[src/rtl/cmrt_cfg.svh]
// constants for the compare/move/reverse/test execution slice
`ifndef CMRT_CFG_SVH
`define CMRT_CFG_SVH
`define CMRT_W 32
`define CMRT_HALF 16
`define CMRT_SIGN 31
`define CMRT_TOP_LSB 16
`define CMRT_BYTE 8
`define CMRT_ZERO32 32'h0000_0000
`define CMRT_ZERO8 8'h00
`define CMRT_ONE8 8'h01
`define CMRT_SH32 8'h20
`define CMRT_PC_MASK 32'hffff_fffe
`define CMRT_FLAGS_RST 4'h0
`endif

[src/rtl/cmrt_pkg.sv]
// types of the compare/move/reverse/test execution slice
package cmrt_pkg;
  typedef enum logic [3:0] {
    CMRT_COMPARE_SUBTRACT,
    CMRT_COMPARE_ADD,
    CMRT_MOVE_VALUE,
    CMRT_MOVE_INVERTED,
    CMRT_MOVE_WIDE_IMMEDIATE,
    CMRT_MOVE_TOP_HALFWORD,
    CMRT_WORD_BYTE_REVERSE,
    CMRT_HALFWORD_BYTE_REVERSE,
    CMRT_SIGNED_HALFWORD_REVERSE,
    CMRT_BIT_ORDER_REVERSE,
    CMRT_BIT_TEST,
    CMRT_EQUIVALENCE_TEST
  } cmrt_op_t;

  typedef enum logic [2:0] {
    CMRT_SH_NONE,
    CMRT_SH_LOGICAL_LEFT_SHIFT,
    CMRT_SH_LOGICAL_RIGHT_SHIFT,
    CMRT_SH_ARITHMETIC_RIGHT_SHIFT,
    CMRT_SH_ROTATE_RIGHT,
    CMRT_SH_ROTATE_RIGHT_EXTEND
  } cmrt_shift_t;

  // flexible second operand: immediate or register with optional shift
  typedef struct packed {
    logic use_imm;
    logic [31:0] imm_value;
    logic imm_carry_valid;
    logic imm_carry;
    logic [31:0] shift_source_register;
    cmrt_shift_t shift_kind;
    logic [7:0] shift_amount;
  } cmrt_operand_t;

  typedef struct packed {
    logic n;
    logic z;
    logic c;
    logic v;
  } cmrt_flags_t;

  typedef struct packed {
    logic valid;
    cmrt_op_t op;
    logic set_flags;
    logic [3:0] dest;
    logic [31:0] first_operand_register;
    logic [31:0] dest_old;
    logic [15:0] sixteen_bit_immediate;
    cmrt_operand_t flexible_second_operand;
  } cmrt_issue_t;
endpackage

[src/rtl/cmrt_shifter.sv]
// flexible second operand shifter with carry out
`timescale 1ns/100ps
`include "cmrt_cfg.svh"
module cmrt_shifter
  import cmrt_pkg::*;
(
  input wire cmrt_operand_t i_operand,
  input wire logic i_carry_in,
  output logic [31:0] o_value,
  output logic o_carry,
  output logic o_carry_touched
);
  logic [31:0] src;
  logic [7:0] amt;
  logic [63:0] wide;
  logic [4:0] rot;

  always_comb begin
    src = i_operand.shift_source_register;
    amt = i_operand.shift_amount;
    wide = {`CMRT_ZERO32, src};
    rot = amt[4:0];
    o_value = src;
    o_carry = i_carry_in;
    o_carry_touched = 1'b0;
    if (i_operand.use_imm) begin
      o_value = i_operand.imm_value;
      // unrotated immediates keep the old carry
      o_carry = i_operand.imm_carry_valid ? i_operand.imm_carry : i_carry_in;
      o_carry_touched = i_operand.imm_carry_valid;
    end else if (amt != `CMRT_ZERO8 || i_operand.shift_kind == CMRT_SH_ROTATE_RIGHT_EXTEND) begin
      // zero length shifts leave carry as it was
      o_carry_touched = 1'b1;
      unique case (i_operand.shift_kind)
        CMRT_SH_NONE: begin
          o_carry_touched = 1'b0;
        end
        CMRT_SH_LOGICAL_LEFT_SHIFT: begin
          wide = (amt > `CMRT_SH32) ? 64'h0 : ({`CMRT_ZERO32, src} << amt);
          o_value = wide[31:0];
          o_carry = wide[32];
        end
        CMRT_SH_LOGICAL_RIGHT_SHIFT: begin
          wide = (amt > `CMRT_SH32) ? 64'h0 : ({src, `CMRT_ZERO32} >> amt);
          o_value = wide[63:32];
          o_carry = wide[31];
        end
        CMRT_SH_ARITHMETIC_RIGHT_SHIFT: begin
          wide = (amt >= `CMRT_SH32) ? {64{src[`CMRT_SIGN]}} :
                 64'($signed({src, `CMRT_ZERO32}) >>> amt);
          o_value = wide[63:32];
          o_carry = wide[31];
        end
        CMRT_SH_ROTATE_RIGHT: begin
          o_value = (src >> rot) | (src << (6'd32 - {1'b0, rot}));
          o_carry = o_value[`CMRT_SIGN];
        end
        CMRT_SH_ROTATE_RIGHT_EXTEND: begin
          o_value = {i_carry_in, src[31:1]};
          o_carry = src[0];
        end
        default: begin
          o_carry_touched = 1'b0;
        end
      endcase
    end
  end
endmodule // cmrt_shifter

[src/rtl/cmrt_alu.sv]
// compare, move, reverse and test execution slice with flag register
// Operation
// - compare subtracts operand from register, sets flags, writes nothing
// - compare-negative adds operand to register, sets flags, writes nothing
// - both compares always update all four flags
// - move writes operand; inverted move writes its complement
// - inverted move complements every bit of the operand
// - wide immediate move loads sixteen bit value zero extended
// - move with register-count shift equals the shift operation
// - flagged moves set n,z, maybe carry, keep overflow
// - move to program counter branches to result with bit 0 cleared; written value keeps bit 0
// - move top writes upper halfword, keeps lower halfword
// - move top keeps flags; not aimed at stack pointer or program counter
// - word reverse swaps all four bytes
// - halfword reverse swaps bytes inside each halfword
// - signed halfword reverse swaps low bytes and sign extends
// - bit reverse mirrors bit i to bit 31 minus i
// - reversals keep all flags
// - bit test flag_setting_and operands, sets flags like flagged and
// - equivalence test xors operands, sets flags like flagged xor
// - test ops set n,z from result, keep overflow
// - shift carry is last bit out; zero length keeps carry
`timescale 1ns/100ps
`include "cmrt_cfg.svh"
module cmrt_alu
  import cmrt_pkg::*;
#(
  parameter int unsigned PC_INDEX = 15,
  parameter int unsigned SP_INDEX = 13
) (
  input wire logic i_core_clk,
  input wire logic i_rst_n,
  input wire cmrt_issue_t i_issue,
  output logic o_wr_en,
  output logic [3:0] o_wr_dest,
  output logic [31:0] o_wr_data,
  output logic o_branch,
  output logic [31:0] o_branch_target,
  output cmrt_flags_t o_flags,
  output logic o_issue_fault
);
  // ****************************************************************
  // helpers
  // ****************************************************************
  function automatic logic [31:0] byte_swap32(input logic [31:0] v);
    byte_swap32 = {v[7:0], v[15:8], v[23:16], v[31:24]};
  endfunction

  function automatic logic [15:0] byte_swap16(input logic [15:0] v);
    byte_swap16 = {v[7:0], v[15:8]};
  endfunction

  function automatic logic [31:0] bit_mirror(input logic [31:0] v);
    logic [31:0] r;
    r = `CMRT_ZERO32;
    for (int i = 0; i < `CMRT_W; i++) begin
      r[`CMRT_SIGN - i] = v[i];
    end
    bit_mirror = r;
  endfunction

  function automatic logic is_compare(input cmrt_op_t op);
    is_compare = (op == CMRT_COMPARE_SUBTRACT) || (op == CMRT_COMPARE_ADD);
  endfunction

  // ****************************************************************
  // second operand
  // ****************************************************************
  cmrt_flags_t flags_q;
  cmrt_flags_t flags_d;
  logic [31:0] op2;
  logic op2_carry;
  logic op2_carry_touched;

  cmrt_shifter u_shifter (
    .i_operand(i_issue.flexible_second_operand),
    .i_carry_in(flags_q.c),
    .o_value(op2),
    .o_carry(op2_carry),
    .o_carry_touched(op2_carry_touched)
  );

  // ****************************************************************
  // result and flags
  // ****************************************************************
  logic [32:0] sum;
  logic [32:0] diff;
  logic [31:0] result;
  logic write_d;
  logic flag_upd;
  logic is_special;

  always_comb begin
    sum = {1'b0, i_issue.first_operand_register} + {1'b0, op2};
    diff = {1'b0, i_issue.first_operand_register} + {1'b0, ~op2} + 33'h1;
    result = `CMRT_ZERO32;
    write_d = 1'b0;
    flags_d = flags_q;
    flag_upd = 1'b0;
    unique case (i_issue.op)
      CMRT_COMPARE_SUBTRACT: begin
        result = diff[31:0];
        flags_d.c = diff[32];
        flags_d.v = (i_issue.first_operand_register[`CMRT_SIGN] != op2[`CMRT_SIGN]) &&
                    (diff[`CMRT_SIGN] != i_issue.first_operand_register[`CMRT_SIGN]);
        flag_upd = 1'b1;
      end
      CMRT_COMPARE_ADD: begin
        result = sum[31:0];
        flags_d.c = sum[32];
        flags_d.v = (i_issue.first_operand_register[`CMRT_SIGN] == op2[`CMRT_SIGN]) &&
                    (sum[`CMRT_SIGN] != op2[`CMRT_SIGN]);
        flag_upd = 1'b1;
      end
      CMRT_MOVE_VALUE: begin
        result = op2;
        write_d = 1'b1;
        flag_upd = i_issue.set_flags;
      end
      CMRT_MOVE_INVERTED: begin
        result = ~op2;
        write_d = 1'b1;
        flag_upd = i_issue.set_flags;
      end
      CMRT_MOVE_WIDE_IMMEDIATE: begin
        result = {16'h0000, i_issue.sixteen_bit_immediate};
        write_d = 1'b1;
      end
      CMRT_MOVE_TOP_HALFWORD: begin
        result = {i_issue.sixteen_bit_immediate, i_issue.dest_old[`CMRT_TOP_LSB-1:0]};
        write_d = 1'b1;
      end
      CMRT_WORD_BYTE_REVERSE: begin
        result = byte_swap32(i_issue.first_operand_register);
        write_d = 1'b1;
      end
      CMRT_HALFWORD_BYTE_REVERSE: begin
        result = {byte_swap16(i_issue.first_operand_register[31:16]),
                  byte_swap16(i_issue.first_operand_register[15:0])};
        write_d = 1'b1;
      end
      CMRT_SIGNED_HALFWORD_REVERSE: begin
        result = {{`CMRT_HALF{i_issue.first_operand_register[`CMRT_BYTE-1]}},
                  byte_swap16(i_issue.first_operand_register[15:0])};
        write_d = 1'b1;
      end
      CMRT_BIT_ORDER_REVERSE: begin
        result = bit_mirror(i_issue.first_operand_register);
        write_d = 1'b1;
      end
      CMRT_BIT_TEST: begin
        result = i_issue.first_operand_register & op2;
        flag_upd = 1'b1;
      end
      CMRT_EQUIVALENCE_TEST: begin
        result = i_issue.first_operand_register ^ op2;
        flag_upd = 1'b1;
      end
      default: begin
        result = `CMRT_ZERO32;
      end
    endcase
    // logical kinds take carry from the shifter only, never overflow
    if (flag_upd) begin
      flags_d.n = result[`CMRT_SIGN];
      flags_d.z = (result == `CMRT_ZERO32);
      if (!is_compare(i_issue.op)) begin
        flags_d.c = op2_carry_touched ? op2_carry : flags_q.c;
        flags_d.v = flags_q.v;
      end
    end
    if (!i_issue.valid) begin
      flags_d = flags_q;
      write_d = 1'b0;
    end
  end

  // issue checks: flags a misuse but still executes, the core decides how to trap
  always_comb begin
    is_special = (i_issue.dest == 4'(PC_INDEX)) || (i_issue.dest == 4'(SP_INDEX));
    o_issue_fault = 1'b0;
    if (i_issue.valid) begin
      // tests write nothing but still must not name a special register
      if (is_special && !is_compare(i_issue.op) && (i_issue.op != CMRT_MOVE_VALUE || i_issue.set_flags ||
          i_issue.flexible_second_operand.use_imm ||
          i_issue.flexible_second_operand.shift_kind != CMRT_SH_NONE)) begin
        o_issue_fault = 1'b1;
      end
      if (is_compare(i_issue.op) && i_issue.dest == 4'(PC_INDEX)) begin
        o_issue_fault = 1'b1;
      end
    end
  end

  // ****************************************************************
  // state
  // ****************************************************************
  always_ff @(posedge i_core_clk or negedge i_rst_n) begin
    if (!i_rst_n) begin
      flags_q <= `CMRT_FLAGS_RST;
    end else begin
      flags_q <= flags_d;
    end
  end

  always_ff @(posedge i_core_clk or negedge i_rst_n) begin
    if (!i_rst_n) begin
      o_wr_en <= 1'b0;
      o_wr_dest <= 4'h0;
      o_wr_data <= `CMRT_ZERO32;
      o_branch <= 1'b0;
      o_branch_target <= `CMRT_ZERO32;
    end else begin
      o_wr_en <= write_d;
      o_wr_dest <= i_issue.dest;
      o_wr_data <= result;
      o_branch <= write_d && i_issue.op == CMRT_MOVE_VALUE && i_issue.dest == 4'(PC_INDEX);
      o_branch_target <= result & `CMRT_PC_MASK;
    end
  end

  assign o_flags = flags_q;

  // short name for the first operand in the checks below
  logic [31:0] chk_a;
  assign chk_a = i_issue.first_operand_register;
endmodule // cmrt_alu

[config.mk]
export PLATFORM = sky130hd
export DESIGN_NAME = cmrt_alu
export DESIGN_NICKNAME = d
export VERILOG_FILES = /design/src/rtl/cmrt_pkg.sv /design/src/rtl/cmrt_shifter.sv /design/src/rtl/cmrt_alu.sv
export VERILOG_INCLUDE_DIRS = /design/src /design/src/rtl
export SDC_FILE = /design/constraint.sdc
export NUM_CORES = 1
export LEC_CHECK = 0
export CAP_MARGIN = 30
export CORE_UTILIZATION = 31
export DETAILED_ROUTE_END_ITERATION = 10
export DONT_BUFFER_PORTS = 1
export MAX_ROUTING_LAYER = met4
export PLACE_DENSITY_LB_ADDON = 0.05
export SYNTH_ARGS = -nofsm -noshare
export SYNTH_HDL_FRONTEND = slang
export SYNTH_HIERARCHICAL = 1
export SYNTH_SLANG_ARGS = --single-unit
[constraint.sdc]
create_clock -name i_core_clk -period 6 [get_ports i_core_clk]
set_input_delay 1.2 -clock i_core_clk [delete_from_list [all_inputs] [get_ports i_core_clk]]
set_output_delay 1.2 -clock i_core_clk [all_outputs]
set_load 0.01 [all_outputs]
## Word-level counts from Yosys, hierarchy flattened

Cells that the tools add are included.

| cells by class | value |
|---|---|
| shift-type cells | 5 |
| reduce and logical (&&, ||, !) cells | 25 |
| eq/ne operators | 28 |
| mux-type cells | 24 |
| $add $sub $neg | 4 |
| order comparisons | 2 |
| bitwise logic cells | 4 |

Operators with widths:

| cell | count |
|---|---|
| $pmux 32 s12 | 1 |
| $pmux 32 s5 | 1 |
| $mux 64 | 2 |
| $add 32x32->33 | 2 |
| $mux 32 | 2 |
| $shr 64x8->64 | 1 |
| $sshr 64x8->64 | 1 |
| $add 33x1->33 const B | 1 |
| $mux 33 | 1 |
| $shl 32x8->33 | 1 |
| $and 32x32->32 | 1 |
| $logic_not 32->1 | 1 |
| $not 32->32 | 1 |
| $or 32x32->32 | 1 |
| $shl 32x6->32 | 1 |
| $shr 32x5->32 | 1 |
| $xor 32x32->32 | 1 |
| $eq 4x4->1 const B | 6 |
| $eq 4x3->1 const B | 4 |
| $mux 1 | 12 |
| $eq 4x2->1 const B | 2 |
| $ge 8x6->1 const B | 1 |
| $gt 8x6->1 const B | 1 |
| $ne 4x2->1 const B | 2 |
| 27 further kinds | 44 |

| word-level totals | value |
|---|---|
| bits of input ports | 170 |
| bits in registers | 73 |
| word-level logic and storage cells | 101 |
| output and inout port bits | 75 |

## Longest topological paths before layout

| depth | value |
|---|---|
| depth in word-level cells | 14 |
| depth in mapped cells | 30 |
| depth with buffers taken out | 22 |

## Cells and area by module

Netlist, hierarchy kept.

By module, submodules not included:

| module | cells each | area an instance (sq um) | seq. area each (sq um) | instances |
|---|---|---|---|---|
| cmrt_alu | 1126 | 8154.1 | 1051.0 | 1 |
| cmrt_shifter | 1068 | 7886.3 | 0.0 | 1 |

## Worst setup path after synthesis

No wires, ideal clock.

| timing | value |
|---|---|
| path kind | input port to flip-flop |
| start | input port i_issue[0] (netlist name) |
| end | register flags_q (netlist bit o_flags[2]) |
| setup slack | -0.942 ns |
| required time | 5.924 ns |
| data arrival time | 6.865 ns |
| stages | 27 |
| path buffers | 5 |
| setup time | 0.076 ns |
| path through | buf_6 > buf_6 > inv_2 > clkbuf_1 > ha_1 > buf_2 > or4b_2 > nor3_1 > a211oi_1 > nand2_1 > buf_2 > o21bai_1 > a2bb2oi_1 > ha_1 > inv_1 > fa_1 > o21bai_1 > nand3_1 > a2111oi_4 > nor4_4 > nor4_2 > nor3b_1 > and2_1 > o32a_1 > nor4_2 > nand4b_1 > o21ai_1 |

| between the ends | value |
|---|---|
| word-level cells in the longest chain between the ends | 11 |
| elaborated cells on any way between the ends | 25 |
| classes of those cells | add/sub: 4; order compare: 2; shift: 5; mux: 7; bitwise: 4; reduce/logical: 3 |

Ends and longest elaborated chain:

| item | RTL line | source |
|---|---|---|
| start: declaration | cmrt_alu.sv:33 | `input wire cmrt_issue_t i_issue,` |
| $sub 6x5->6 | cmrt_shifter.sv:55 | `o_value = (src >> rot) \| (src << (6'd32 - {1'b0, rot}));` |
| $shl 32x6->32 | cmrt_shifter.sv:55 |  |
| $or 32x32->32 | cmrt_shifter.sv:55 |  |
| $pmux 32 s5 | cmrt_shifter.sv:34 | `unique case (i_operand.shift_kind)` |
| $mux 32 * | cmrt_shifter.sv:31 | `` end else if (amt != `CMRT_ZERO8 \|\| i_operand.shift_kind == CMRT_SH_ROTATE_RIGHT_EXTEND) begin `` |
| $mux 32 * | cmrt_shifter.sv:26 | `if (i_operand.use_imm) begin` |
| net op2[0] | cmrt_alu.sv:71 | `logic [31:0] op2;` |
| $not 32->32 | cmrt_alu.sv:95 | `diff = {1'b0, i_issue.first_operand_register} + {1'b0, ~op2} + 33'h1;` |
| $add 32x32->33 | cmrt_alu.sv:95 |  |
| $add 33x1->33 | cmrt_alu.sv:95 |  |
| $pmux 32 s12 * | cmrt_alu.sv:100 | `unique case (i_issue.op)` |
| net result[30] | cmrt_alu.sv:88 | `logic [31:0] result;` |
| $logic_not 32->1 (no line) * | - |  |
| end signal: assignment | cmrt_alu.sv:200 | `` flags_q <= `CMRT_FLAGS_RST; `` |
| end signal: assignment | cmrt_alu.sv:202 | `flags_q <= flags_d;` |
| end: declaration | cmrt_alu.sv:69 | `cmrt_flags_t flags_q;` |

The timed path passes the listed nets; every way through them passes the cells marked *.
A chain may end at the register's enable or synchronous reset.

## Worst setup path after layout

Ends and elaborated chain as after synthesis.

==> flow_summary_export.csv <==
group,metric,value,unit
drt,drt-initial-drc-count,3764,
synthesis,yosysWarningCount,6,
timing,final-setup-viol-count,4,
placement,placed_cell_area,0.0214,mm^2
timing,finalCriticalPeriod,6.25,ns
clock_tree,cts.path.max_buffers,2,
grt,grt_pass1_vias,21100,
grt,grt_overflow,0,
synthesis,synth_enable_flop_cells,0,
worst_setup_path,path_class,"in2reg",
grt,grt_first_pass_wirelength,160000,um
synthesis,synth_area,0.0160,mm^2
worst_setup_path,crit_path_top_delay_cell,"or4b_4",
synthesis,synth_common_cells,"220 x nand2_1, 160 x nor2_1, 150 x a21oi_1",
power,p_per_area,155,mW/mm^2
worst_setup_path,critPathArrivalTime,6.50,ns
power,clkPwrFrac,0.088,
timing,tightestPinTransition,1.10,ns
die,die-area,0.0527,mm^2
drt,dr.pass1.iters,7,
finish,drive_above_1_share,0.405,
die,coreArea,0.0506,mm^2
synthesis,synth_largest_area_cell,"mux4_2",
drt,drc,0,
worst_setup_path,path_delay_family,"compound AO/OA/AOI/OAI gates",
worst_setup_path,required,6.25,ns
grt,grt.total_usage,0.432,
timing,relSlewSlack,0.269,
synthesis,ys_top_cells_by_area,"mux4_2 12%, dfrtp_1 6.6%, ha_1 5.1%, nand2_1 5.1%, a21oi_1 4.7%",
power,internal-power,1.83,mW
timing,report.final.slew_viol_count,0,
clock_tree,clk_latency,0.32,ns
die,die_x,229,um
clock_tree,cts_root_buf,"clkbuf_16",
drt,via_count,22600,
clock_tree,cts_max_level,2,
outcome,status,"complete, but fails checks",
power,pwr-share-seq,0.124,
job,maxCapViolations,0,
power,power_switching,1.71,mW
finish,fin_area,0.0228,mm^2
worst_setup_path,path_common_cell,"buf_4",
die,die_y,229,um
placement,place.gp.congestion,1.13,
clock_tree,cts_buffers,5,
outcome,violations,"setup timing",
clock_tree,cts_tree,"built",
synthesis,synth_cells,2194,
synthesis,syn_nets,2432,
finish,fin_util,0.450,
timing,post-route-period-util,1.04,
power,vdd_drop_max,0.000130,V
placement,post-dp-hpwl,89900,um
power,netSwitchingFraction,0.483,
drt,vias_per_cell,6.73,
drt,totalWireLength,115000,um
synthesis,yosysMostFrequentCell,"nand2_1",
timing,fmax,160,MHz
die,io_pins,245,
drt,drtAntennaViolNets,0,
finish,syn_to_final_growth,41.9,%
finish,nets,2910,
synthesis,syn_avg_cell_area,7.31,um^2
clock_tree,cts_sinks,42,
worst_setup_path,worst-path-buf-inv,7,
timing,fin_ws,-0.253,ns
synthesis,synth_top_area_frac,0.119,
hold_path,hold_path.class,"in2async",
grt,grt_max_degree,112,
timing,hold_violations,0,
synthesis,yosysSeqAreaShare,0.0655,
timing,rsz0062_at_grt,"yes",
drt,wl_per_cell,34.2,um
die,placementRows,82,
worst_setup_path,cp_max_fo,111,
worst_setup_path,worstSetupEndpointType,"flip-flop",
power,leakage,9.25,nW
worst_setup_path,slowest_delay,0.59,ns
timing,finalClockSkew,0.00475,ns
placement,io_buffers,0,
synthesis,ys_types,110,
worst_setup_path,critPathLaunchType,"primary input",
synthesis,ys.flop_type,"dfrtp_1",
power,power_frac_comb,0.788,
clock_tree,path_clk_slew,0.07,ns
grt,antenna_found_initial,11,
die,start_util,0.317,
synthesis,synth_seq_cells,42,
synthesis,async_flop_share,1.00,
[sequential cells by signal, indices dropped and copies added, names as in the netlist]
register,flops
o_wr_data,31
o_flags,4
o_wr_dest,4
o_branch,1
o_branch_target,1
o_wr_en,1
[worst paths after layout]
check	start	end	slack, ns	depth (start not counted)
max reg2reg	o_flags[1]	o_flags[2]	2.11	14
max in group asynchronous	i_rst_n	o_wr_data[19]	5.31	0
min reg2reg	o_flags[2]	o_flags[2]	0.57	2
min in group i_core_clk	o_flags[2]	o_flags[2]	0.57	2
min	i_rst_n	o_wr_data[0]	0.57	0
max	i_issue[0]	o_flags[2]	-0.25	25
[metal layers]
layer,part of all wire,GRT usage,up-vias
met5,0,-,-
met4,0.031,0.110,0
met3,0.14,0.141,223
met2,0.39,0.574,1743
met1,0.44,0.614,11100
li1,-,-,9503
[worst register-to-register path, stage by stage (launching register included)]
cell and delay [ns]:
dfrtp_1 0.56, a21oi_1 0.30, o31ai_1 0.14, a21oi_1 0.42
a31oi_1 0.26, ha_1 0.27, a222oi_1 0.31, o2111ai_1 0.16
a31o_2 0.26, a211o_1 0.32, a31oi_1 0.19, buf_4 0.16
o21ai_4 0.09, nand4b_1 0.24, o21ai_1 0.15
[cell families after synthesis]
logic type      after synthesis  share of synthesized area
xor+xnor                     20                     0.0109
flops                        42                     0.0655
simple gates                774                      0.244
buf+inv                     337                     0.0969
mux                         203                      0.198
compound gates              749                      0.331
fa+ha+maj                    68                     0.0540
other cells                   1                   0.000234
[placed cells by master, fill, tap and decap left out, drive strengths merged, types with 27 or more instances in the layout]
cell type  count
nor2         160
nor3          75
buf          721
dfrtp         42
nor4          33
o31ai         33
nand4         30
inv           86
ha            66
nand2        222
a21oi        152
mux2i         73
mux4          85
a22oi         43
a31oi         35
o22ai         27
mux2          45
or3           43
o21ai        140
nand3         73
a221oi        28
a211oi        31
[power by group through the flow]
stage               clock [mW]  combinational (mW)  sequential, mW
floorplan                    0                1.42           0.401
global placement             0                2.49           0.443
detailed placement           0                2.49           0.442
CTS                      0.310                2.59           0.438
global route             0.320                2.90           0.447
finish                   0.312                2.79           0.437
[stage by stage]
stage / setup TNS, ns / cells / setup WS [ns] / power (mW) / hold WS, ns
final: -0.339 / 3356 / -0.253 / 3.53 / 0.566
after global routing: -0.647 / 3354 / -0.332 / 3.67 / 0.563
after CTS: -0.149 / 3332 / -0.149 / 3.34 / 0.568
after detailed placement: -11.01 / 3307 / -1.02 / 2.93 / 0.552
after global placement: -10.54 / 3307 / -1.00 / 2.93 / 0.548
after floorplan: -0.362 / 2194 / -0.245 / 1.82 / 0.523
[timing repair]
action | CTS | global route
gates resized for setup | 85 | 100
pin swaps | 37 | 41
endpoints found under the setup margin | 18 | 10
hold buffers | 0 | 0
setup buffers | 17 | 13
[area by class of cell]
class | instances | area, um^2
fill | 5149 | 27800
multi-input combinational | 1815 | 14700
timing repair buffer | 721 | 5610
sequential | 42 | 1050
tap | 672 | 841
inverter | 87 | 345
clock buffer | 7 | 143
antenna | 11 | 27.5
clock inverter | 1 | 5.00
(Power assumes the default switching activity.)
